==> src/core/crafc_pkg.sv <==
package crafc_pkg;

   // ---------------------------------------------------------------
   // register indices (byte address = index * 4)
   // ---------------------------------------------------------------
   localparam logic [7:0] IDX_AFC_TIMING = 8'h1e;
   localparam logic [7:0] IDX_GEARSHIFT = 8'h1f;
   localparam logic [7:0] IDX_OSR_LO = 8'h20;
   localparam logic [7:0] IDX_OFFSET_HI = 8'h21;
   localparam logic [7:0] IDX_OFFSET_MID = 8'h22;
   localparam logic [7:0] IDX_OFFSET_LO = 8'h23;
   localparam logic [7:0] IDX_GAIN_HI = 8'h24;
   localparam logic [7:0] IDX_GAIN_LO = 8'h25;

   // ---------------------------------------------------------------
   // reset values
   // ---------------------------------------------------------------
   localparam logic [7:0] RST_AFC_TIMING = 8'h0a;
   localparam logic [7:0] RST_GEARSHIFT = 8'h03;
   localparam logic [7:0] RST_OSR_LO = 8'h64;
   localparam logic [7:0] RST_OFFSET_HI = 8'h01;
   localparam logic [7:0] RST_OFFSET_MID = 8'h47;
   localparam logic [7:0] RST_OFFSET_LO = 8'hae;
   localparam logic [7:0] RST_GAIN_HI = 8'h02;
   localparam logic [7:0] RST_GAIN_LO = 8'h00;

   // ---------------------------------------------------------------
   // field positions
   // ---------------------------------------------------------------
   localparam int SHWAIT_LSB = 3; // short wait, 3 bits
   localparam int ANWAIT_LSB = 0; // antenna wait, 3 bits
   localparam int AFC_TIMING_MSB = 5; // bits 7:6 read zero
   localparam int NOISE_IMM_BIT = 6;
   localparam int CRFAST_LSB = 3;
   localparam int CRSLOW_LSB = 0;
   localparam int OSR_HI_LSB = 5; // osr bits 10:8
   localparam int STALL_BIT = 4;
   localparam int NCO_HI_LSB = 0; // nco bits 19:16, 4 bits
   localparam int GAIN_HI_MSB = 2; // gain bits 10:8
   localparam int OSR_FRAC_BITS = 3; // fixed point fraction of the ratio

   // ---------------------------------------------------------------
   // widths and counts
   // ---------------------------------------------------------------
   localparam int OSR_W = 11;
   localparam int NCO_W = 20;
   localparam int GAIN_W = 11;
   localparam int WAIT_W = 5; // (7 + 1) * 2 = 16 bits fits
   localparam logic [1:0] HTRANS_NONSEQ = 2'b10;

endpackage

==> src/core/crafc_top.sv <==
// The AHB-Lite slave port was left to the implementer.
`timescale 1ns/10ps
// What this block does
// - pre-preamble AFC wait is (field+1) times two bits
// - short wait zero disables AFC before preamble
// - antenna switching wait counts data bits
// - noise immunity bit active in direct mode
// - before preamble gain shifts by fast gear
// - preamble detect shifts gain by slow gear
// - oversampling ratio has three fraction bits
// - nco offset is twenty bits over three registers
// - reset values give forty kbps, no Manchester
// - loop gain eleven bits, top three separate
// - bypass skips divide by three; exponent sets decimation
module crafc_top (
   input wire logic hclk,
   input wire logic hresetn,
   input wire logic hsel,
   input wire logic [31:0] haddr,
   input wire logic [1:0] htrans,
   input wire logic hwrite,
   input wire logic [2:0] hsize,
   input wire logic [31:0] hwdata,
   input wire logic hready,
   output logic hreadyout,
   output logic hresp,
   output logic [31:0] hrdata,
   input wire logic preamble_det, // pulse from the preamble detector
   input wire logic rx_restart, // pulse when receive starts again
   input wire logic afc_corr_done, // pulse after each AFC correction
   input wire logic bit_tick, // pulse once per data bit
   input wire logic ant_switch, // pulse when the antenna is switched
   input wire logic direct_mode, // level, receiver in direct mode
   input wire logic div3_stage_bypass, // level, skip divide by three
   input wire logic [2:0] decim_exp, // decimation exponent
   output logic afc_update_en, // AFC may correct now
   output logic ant_wait_busy, // antenna switching wait running
   output logic noise_immunity_en, // immunity aid to the demodulator
   output logic slow_gear, // slow gear in use
   output logic [10:0] bcr_loop_gain, // effective recovery gain
   output logic [10:0] osr_ratio, // oversampling ratio, 3 frac bits
   output logic [19:0] nco_offset, // nco offset word
   output logic stall_ctrl, // recovery stall control
   output logic [9:0] decim_factor // total decimation of the IF path
);

   // ---------------------------------------------------------------
   // state
   // ---------------------------------------------------------------
   typedef struct packed {
      logic [7:0] afc_timing; // short wait and antenna wait
      logic [7:0] gearshift; // immunity bit and both gears
      logic [7:0] osr_lo; // ratio bits 7:0
      logic [7:0] offset_hi; // ratio 10:8, stall, nco 19:16
      logic [7:0] offset_mid; // nco 15:8
      logic [7:0] offset_lo; // nco 7:0
      logic [7:0] gain_hi; // gain 10:8 plus reserved
      logic [7:0] gain_lo; // gain 7:0
      logic dp_write; // data phase of a write pending
      logic [7:0] dp_idx; // register index of that write
      logic [7:0] rdata; // read data for the data phase
      logic slow; // preamble seen in this receive
      logic noise_imm; // registered immunity enable
      logic [9:0] decim; // registered decimation factor
   } crafc_top_t;

   crafc_top_t st_ff;
   crafc_top_t nxt_st;

   logic addr_ok; // address phase taken this cycle
   logic [7:0] a_idx; // index from the address bus
   logic sw_busy; // short wait running
   logic [2:0] sh_field; // short wait field
   logic [2:0] an_field; // antenna wait field
   logic [crafc_pkg::WAIT_W-1:0] sw_load; // bits of short wait
   logic sw_start; // begin a short wait
   logic [10:0] gain_val; // programmed loop gain

   // ---------------------------------------------------------------
   // bus decode
   // ---------------------------------------------------------------
   assign addr_ok = hsel && hready && (htrans == crafc_pkg::HTRANS_NONSEQ);
   assign a_idx = haddr[9:2];
   assign sh_field = st_ff.afc_timing[crafc_pkg::SHWAIT_LSB +: 3];
   assign an_field = st_ff.afc_timing[crafc_pkg::ANWAIT_LSB +: 3];
   assign gain_val = {st_ff.gain_hi[crafc_pkg::GAIN_HI_MSB:0], st_ff.gain_lo};

   // short wait length: (field + 1) * 2 bit periods
   assign sw_load = {1'b0, sh_field, 1'b0} + 5'h02;
   // only corrections before the preamble start the wait, none if zero
   assign sw_start = afc_corr_done && !st_ff.slow && (sh_field != 3'h0);

   // next state of registers, bus and preamble phase
   always_comb begin
      nxt_st = st_ff;
      // write data phase: store the byte lane 0 into the chosen register
      if (st_ff.dp_write) begin
         unique case (st_ff.dp_idx)
            crafc_pkg::IDX_AFC_TIMING: begin
               nxt_st.afc_timing = {2'h0, hwdata[crafc_pkg::AFC_TIMING_MSB:0]};
            end
            crafc_pkg::IDX_GEARSHIFT: begin
               nxt_st.gearshift = hwdata[7:0];
            end
            crafc_pkg::IDX_OSR_LO: begin
               nxt_st.osr_lo = hwdata[7:0];
            end
            crafc_pkg::IDX_OFFSET_HI: begin
               nxt_st.offset_hi = hwdata[7:0];
            end
            crafc_pkg::IDX_OFFSET_MID: begin
               nxt_st.offset_mid = hwdata[7:0];
            end
            crafc_pkg::IDX_OFFSET_LO: begin
               nxt_st.offset_lo = hwdata[7:0];
            end
            crafc_pkg::IDX_GAIN_HI: begin
               nxt_st.gain_hi = hwdata[7:0];
            end
            crafc_pkg::IDX_GAIN_LO: begin
               nxt_st.gain_lo = hwdata[7:0];
            end
            default: begin
               // unmapped writes are dropped
            end
         endcase
      end
      // address phase: note writes, fetch reads from the updated copy
      nxt_st.dp_write = addr_ok && hwrite;
      nxt_st.dp_idx = a_idx;
      nxt_st.rdata = 8'h00;
      if (addr_ok && !hwrite) begin
         unique case (a_idx)
            crafc_pkg::IDX_AFC_TIMING: begin
               nxt_st.rdata = nxt_st.afc_timing;
            end
            crafc_pkg::IDX_GEARSHIFT: begin
               nxt_st.rdata = nxt_st.gearshift;
            end
            crafc_pkg::IDX_OSR_LO: begin
               nxt_st.rdata = nxt_st.osr_lo;
            end
            crafc_pkg::IDX_OFFSET_HI: begin
               nxt_st.rdata = nxt_st.offset_hi;
            end
            crafc_pkg::IDX_OFFSET_MID: begin
               nxt_st.rdata = nxt_st.offset_mid;
            end
            crafc_pkg::IDX_OFFSET_LO: begin
               nxt_st.rdata = nxt_st.offset_lo;
            end
            crafc_pkg::IDX_GAIN_HI: begin
               nxt_st.rdata = nxt_st.gain_hi;
            end
            crafc_pkg::IDX_GAIN_LO: begin
               nxt_st.rdata = nxt_st.gain_lo;
            end
            default: begin
               nxt_st.rdata = 8'h00;
            end
         endcase
      end
      // preamble phase: detection wins over a restart in the same cycle
      if (preamble_det) begin
         nxt_st.slow = 1'b1;
      end else if (rx_restart) begin
         nxt_st.slow = 1'b0;
      end
      // immunity aid only has effect in direct mode
      nxt_st.noise_imm = st_ff.gearshift[crafc_pkg::NOISE_IMM_BIT] && direct_mode;
      // IF decimation: 3 * 2^exp, or 2^exp when the stage is bypassed
      if (div3_stage_bypass) begin
         nxt_st.decim = 10'h001 << decim_exp;
      end else begin
         nxt_st.decim = 10'h003 << decim_exp;
      end
   end

   // state register
   always_ff @(posedge hclk or negedge hresetn) begin
      if (!hresetn) begin
         st_ff.afc_timing <= crafc_pkg::RST_AFC_TIMING;
         st_ff.gearshift <= crafc_pkg::RST_GEARSHIFT;
         st_ff.osr_lo <= crafc_pkg::RST_OSR_LO;
         st_ff.offset_hi <= crafc_pkg::RST_OFFSET_HI;
         st_ff.offset_mid <= crafc_pkg::RST_OFFSET_MID;
         st_ff.offset_lo <= crafc_pkg::RST_OFFSET_LO;
         st_ff.gain_hi <= crafc_pkg::RST_GAIN_HI;
         st_ff.gain_lo <= crafc_pkg::RST_GAIN_LO;
         st_ff.dp_write <= 1'b0;
         st_ff.dp_idx <= 8'h00;
         st_ff.rdata <= 8'h00;
         st_ff.slow <= 1'b0;
         st_ff.noise_imm <= 1'b0;
         st_ff.decim <= 10'h003;
      end else begin
         st_ff <= nxt_st;
      end
   end

   // ---------------------------------------------------------------
   // waits counted in data bits
   // ---------------------------------------------------------------

   // hold-off after each pre-preamble AFC correction
   crafc_bit_timer #(
      .W(crafc_pkg::WAIT_W)
   ) u_short_wait (
      .hclk(hclk),
      .hresetn(hresetn),
      .start(sw_start),
      .load(sw_load),
      .bit_tick(bit_tick),
      .busy(sw_busy)
   );

   // antenna switching settle time
   crafc_bit_timer #(
      .W(crafc_pkg::WAIT_W)
   ) u_ant_wait (
      .hclk(hclk),
      .hresetn(hresetn),
      .start(ant_switch),
      .load({2'b00, an_field}),
      .bit_tick(bit_tick),
      .busy(ant_wait_busy)
   );

   // ---------------------------------------------------------------
   // loop gain gearing
   // ---------------------------------------------------------------
   crafc_gear_shift #(
      .GW(crafc_pkg::GAIN_W)
   ) u_gear (
      .hclk(hclk),
      .hresetn(hresetn),
      .gain(gain_val),
      .fast_gear(st_ff.gearshift[crafc_pkg::CRFAST_LSB +: 3]),
      .slow_gear(st_ff.gearshift[crafc_pkg::CRSLOW_LSB +: 3]),
      .use_slow(st_ff.slow),
      .loop_gain(bcr_loop_gain)
   );

   // ---------------------------------------------------------------
   // outputs
   // ---------------------------------------------------------------

   // after the preamble the wait no longer gates AFC
   assign afc_update_en = st_ff.slow || ((sh_field != 3'h0) && !sw_busy);
   assign noise_immunity_en = st_ff.noise_imm;
   assign slow_gear = st_ff.slow;
   // ratio is fixed point, low bits are fraction
   assign osr_ratio = {st_ff.offset_hi[crafc_pkg::OSR_HI_LSB +: 3], st_ff.osr_lo};
   assign nco_offset = {st_ff.offset_hi[crafc_pkg::NCO_HI_LSB +: 4], st_ff.offset_mid,
                        st_ff.offset_lo};
   assign stall_ctrl = st_ff.offset_hi[crafc_pkg::STALL_BIT];
   assign decim_factor = st_ff.decim;

   // bus answer: always ready, always okay
   assign hreadyout = 1'b1;
   assign hresp = 1'b0;
   assign hrdata = {24'h000000, st_ff.rdata};

endmodule

==> src/core/crafc_bit_timer.sv <==
`timescale 1ns/10ps
// counts a number of data bits down on the bit tick
module crafc_bit_timer #(
   parameter int W = 5
) (
   input wire logic hclk,
   input wire logic hresetn,
   input wire logic start, // load a new count
   input wire logic [W-1:0] load, // bits to wait, zero means none
   input wire logic bit_tick, // one pulse per data bit
   output logic busy // high while bits remain
);

   // ---------------------------------------------------------------
   // state
   // ---------------------------------------------------------------
   typedef struct packed {
      logic [W-1:0] cnt; // bits still to wait
   } crafc_tmr_t;

   crafc_tmr_t st_ff;
   crafc_tmr_t nxt_st;

   // next state: a fresh start overrides a running count
   always_comb begin
      nxt_st = st_ff;
      if (start) begin
         nxt_st.cnt = load;
      end else if (bit_tick && st_ff.cnt != '0) begin
         nxt_st.cnt = st_ff.cnt - 1'b1;
      end
   end

   // state register
   always_ff @(posedge hclk or negedge hresetn) begin
      if (!hresetn) begin
         st_ff <= '0;
      end else begin
         st_ff <= nxt_st;
      end
   end

   assign busy = (st_ff.cnt != '0);

endmodule

==> src/core/crafc_gear_shift.sv <==
`timescale 1ns/10ps
// divides the loop gain by two to the selected gear
module crafc_gear_shift #(
   parameter int GW = 11
) (
   input wire logic hclk,
   input wire logic hresetn,
   input wire logic [GW-1:0] gain, // programmed gain value
   input wire logic [2:0] fast_gear, // exponent before preamble
   input wire logic [2:0] slow_gear, // exponent after preamble
   input wire logic use_slow, // preamble seen
   output logic [GW-1:0] loop_gain // gain in use, registered
);

   // ---------------------------------------------------------------
   // state
   // ---------------------------------------------------------------
   typedef struct packed {
      logic [GW-1:0] gain; // effective loop gain
   } crafc_gear_t;

   crafc_gear_t st_ff;
   crafc_gear_t nxt_st;

   // next state: shift by the gear that matches the phase
   always_comb begin
      nxt_st = st_ff;
      if (use_slow) begin
         nxt_st.gain = gain >> slow_gear;
      end else begin
         nxt_st.gain = gain >> fast_gear;
      end
   end

   // state register
   always_ff @(posedge hclk or negedge hresetn) begin
      if (!hresetn) begin
         st_ff <= '0;
      end else begin
         st_ff <= nxt_st;
      end
   end

   assign loop_gain = st_ff.gain;

endmodule

==> config.mk <==
export PLATFORM = sky130hd
export DESIGN_NAME = crafc_top
export DESIGN_NICKNAME = d
export VERILOG_FILES = /design/src/core/crafc_pkg.sv /design/src/core/crafc_top.sv /design/src/core/crafc_bit_timer.sv /design/src/core/crafc_gear_shift.sv
export SDC_FILE = /design/constraint.sdc
export NUM_CORES = 1
export LEC_CHECK = 0
export BUFFER_PORTS_ARGS = -buffer_cell sky130_fd_sc_hd__buf_2
export CORE_ASPECT_RATIO = 1.25
export CORE_MARGIN = 1.5
export CORE_UTILIZATION = 52
export CTS_CLUSTER_DIAMETER = 60
export CTS_CLUSTER_SIZE = 20
export DETAILED_ROUTE_END_ITERATION = 10
export MAX_ROUTING_LAYER = met4
export PLACE_DENSITY = 0.9
export SLEW_MARGIN = 20
export SYNTH_ARGS = -nofsm -noshare
export SYNTH_HDL_FRONTEND = slang
export SYNTH_HIERARCHICAL = 1
export SYNTH_SLANG_ARGS = --single-unit
==> constraint.sdc <==
create_clock -name hclk -period 3.5 [get_ports hclk]
set_input_delay 0.7 -clock hclk [delete_from_list [all_inputs] [get_ports hclk]]
set_output_delay 0.7 -clock hclk [all_outputs]
set_load 0.005 [all_outputs]
==> results.cfg <==
[status]
outcome = finished with violations
violations = design-rule violations

[power_and_ir_drop]
vdd_drop_max_uv = 283
p_sw_mw = 0.745
intPower_mw = 2.60
pwr-share-comb_pct = 8.0
powerDensity_nw_per_um2 = 497
sw_frac_of_total_pct = 22.3
p_total_mw = 3.34
p_seq_share_pct = 42.5
p_clk_share_pct = 49.5
leakage_nw = 3.33

[worst_setup_path]
path_max_fanout = 10
timing_worst_setup_path_type = register to register
cp-start-kind = register
cp-startpoint = st_ff[24]
crit_arrival_ns = 3.18
regToRegStartpoint = st_ff[24]
required_ns = 3.76
endpoint_kind = register

[detailed_routing]
vias = 4155
drt-total-wl_um = 13600
vias_per_cell = 5.77
wl_per_cell_um = 18.9
drt_pass1_iterations = 8
antenna_left = 0
drtIter0Drc = 318
drcViolationCount = 7

[clock_network]
cts_buffers = 17
cts_resized = 0
clk_pin_slew_ns = 0.05
cts_max_path_buffers = 2
post_cts_buffers = 0
root_buffer = clkbuf_16
insertion_delay_ns = 0.40
cts_max_level = 4
cts_tree = done
hold_buffers = 0
clock_sinks = 113

[layout]
num_antenna_cells = 0
finish.net_count = 660
multiInputGateArea_um2 = 2470
fin_util_pct = 60.4
final-seq-area_um2 = 2850
area_growth_pct = 12.8
drive_above_1_share_pct = 38.8
num-fill-cells = 884

[die]
fp.dieW_um = 98.8
io_pins = 175
initial_utilization_pct = 53.6
die-area_um2 = 12100
core_um2 = 11100
dieHeight_um = 123
num_rows = 43

[grt]
grt_max_degree = 64
grt_first_pass_wirelength_um = 21300
antenna_found_initial = 0
grt_pass1_vias = 4148
grt_usage_pct = 23.7
overflow = 0

[timing]
finalClockSkew_ns = 0.00737
timing.final.hold_violations = 0
fin_setup_tns_ns = 0
hold_slack_ns = 0.335
fmaxAchievable_mhz = 343
slew_viol_final = 0
min_period_ns = 2.92
worst_slew_pin_slew_ns = 0.948
rsz0062_at_grt = false
worst_slack_ns = 0.582
setup_viol = 0
period_share_pct = 83.4
relSlewSlack_pct = 35.9

[placement]
gp_congestion = 0.908
dpl.hpwl_um = 9440
io_buffers = 96
dp_slack_ns = 0.621

[logic_synthesis]
synth_cell_type_count = 60
ys_seq_area_share_pct = 47.8
synth-edff-count = 0
synth_ff_type = dfrtp_1
yosys_warnings = 6
synth.avg_cell_area_um2 = 11.6
synthArstFlopShare_pct = 100
synth-seq-cells = 113
synthCells = 516
syn_area_um2 = 5970

[flow_run]
max_cap_viol_count = 0

[min_path]
worstHoldPathType = input pin to asynchronous set/reset pin
==> stage by stage <==
stage               std cells  instance area, um2
floorplan                 544                6070
finish                    720                6730
CTS                       720                6720
detailed placement        688                6140
global route              720                6730
global placement          688                6140
==> path summary, 6_finish.rpt <==
| check | endpoint | slack [ns] | cells past startpoint |
|---|---|---|---|
| hold / removal | u_gear/loop_gain[3] | 0.34 | 1 |
| setup reg to reg | hrdata[4] | 0.58 | 5 |
| setup / recovery | hrdata[4] | 0.58 | 5 |
| max in group asynchronous | osr_ratio[6] | 2.37 | 2 |
| min in group hclk | st_ff[27] | 0.46 | 1 |
| hold reg to reg | st_ff[84] | 0.49 | 2 |
==> Yosys cell counts (all sizes together) (4+ instances only) <==
library cell | n | share of area, %
nor3 | 7 | 0.92
mux2 | 57 | 11
mux2i | 38 | 6.4
a22o | 15 | 2.2
nand2 | 16 | 1.0
inv | 25 | 1.6
clkbuf | 10 | 0.63
o41a | 5 | 0.94
nand3 | 17 | 1.4
nand2b | 6 | 0.63
o21ai | 6 | 0.50
and2 | 8 | 0.86
o22ai | 7 | 0.73
a21oi | 12 | 1.0
dfstp | 20 | 8.8
buf | 85 | 11
ha | 4 | 0.84
nor2b | 9 | 0.94
nor3b | 5 | 0.63
or4b | 4 | 0.80
or3 | 7 | 0.78
o31a | 5 | 0.73
dfrtp | 93 | 39
nor2 | 11 | 0.69
nor4b | 4 | 0.80
==> cells by family (layout without fill, tap and decap cells) <==
logic type | after synthesis | in the layout | synth area share (%)
buffers and inverters | 120 | 161 | 12.7
DFF | 113 | 113 | 47.8
and+or+nand+nor | 110 | 110 | 11.8
muxes | 95 | 95 | 17.4
AOI/OAI and AO/OA | 71 | 71 | 9.12
adders and majority gates | 4 | 4 | 0.839
other | 2 | 30 | 0.126
xor gates and xnor gates | 1 | 1 | 0.147
==> cell usage in the layout (no fill, tap or decap), drive strengths merged, types with 2 or more instances in the layout <==
cell	instances
o31a	5
inv	25
nor2b	9
nand2	16
mux2	57
or3	7
a21oi	12
mux2i	38
nand3	17
a221o	2
nor3	7
dfstp	20
o41a	5
and4b	3
o21ai	6
or4b	4
a31o	3
nor4bb	3
buf	104
nor3b	5
clkinv	2
conb	30
a22o	15
clkbuf	28
a21o	2
nand4b	2
a211o	2
nor4b	4
ha	4
o31ai	3
dfrtp	93
o2bb2ai	2
and3	3
o22ai	7
nor2	11
nand2b	6
and2	8
==> power by group through the flow <==
stage	sequential, mW	combinational (mW)	clock [mW]
finish	1.42	0.269	1.65
detailed placement	1.44	0.268	0
floorplan	1.43	0.197	0
global placement	1.44	0.251	0
CTS	1.42	0.271	1.68
global route	1.43	0.305	1.75
==> critical path, stage by stage, from the launching register on <==
cell and delay, ns:
dfrtp_1 0.39, or4b_4 0.57, or3_1 0.66, mux2_4 0.43, a22o_1 0.27, o41a_1 0.46
==> final cells by class <==
| cell class | count | area share (%) |
|---|---|---|
| Inverter | 25 | 1.39 |
| Clock buffer | 28 | 7.98 |
| Timing Repair Buffer | 104 | 8.26 |
| Tap cell | 135 | 2.51 |
| Sequential cell | 113 | 42.4 |
| Clock inverter | 4 | 0.707 |
| Multi-Input combinational cell | 311 | 36.8 |
==> registers in the layout (all words and copies together) (netlist names), 3 cells and up <==
name	count
st_ff	24
nco_offset	20
gain_val	11
osr_ratio	11
u_gear/loop_gain	11
decim_factor	9
hrdata	8
u_ant_wait/st_ff	5
u_short_wait/st_ff	5
an_field	3
sh_field	3
==> layer usage <==
| layer | vias up | part of all wire [%] | global-route usage (%) |
|---|---|---|---|
| met1 | 2051 | 38 | 27.0 |
| met4 | 0 | 4.1 | 12.8 |
| met2 | 203 | 52 | 40.0 |
| li1 | 1851 | - | - |
| met3 | 50 | 6.1 | 4.33 |
| met5 | - | 0 | - |
No activity file was read; power rests on OpenSTA's default activity.
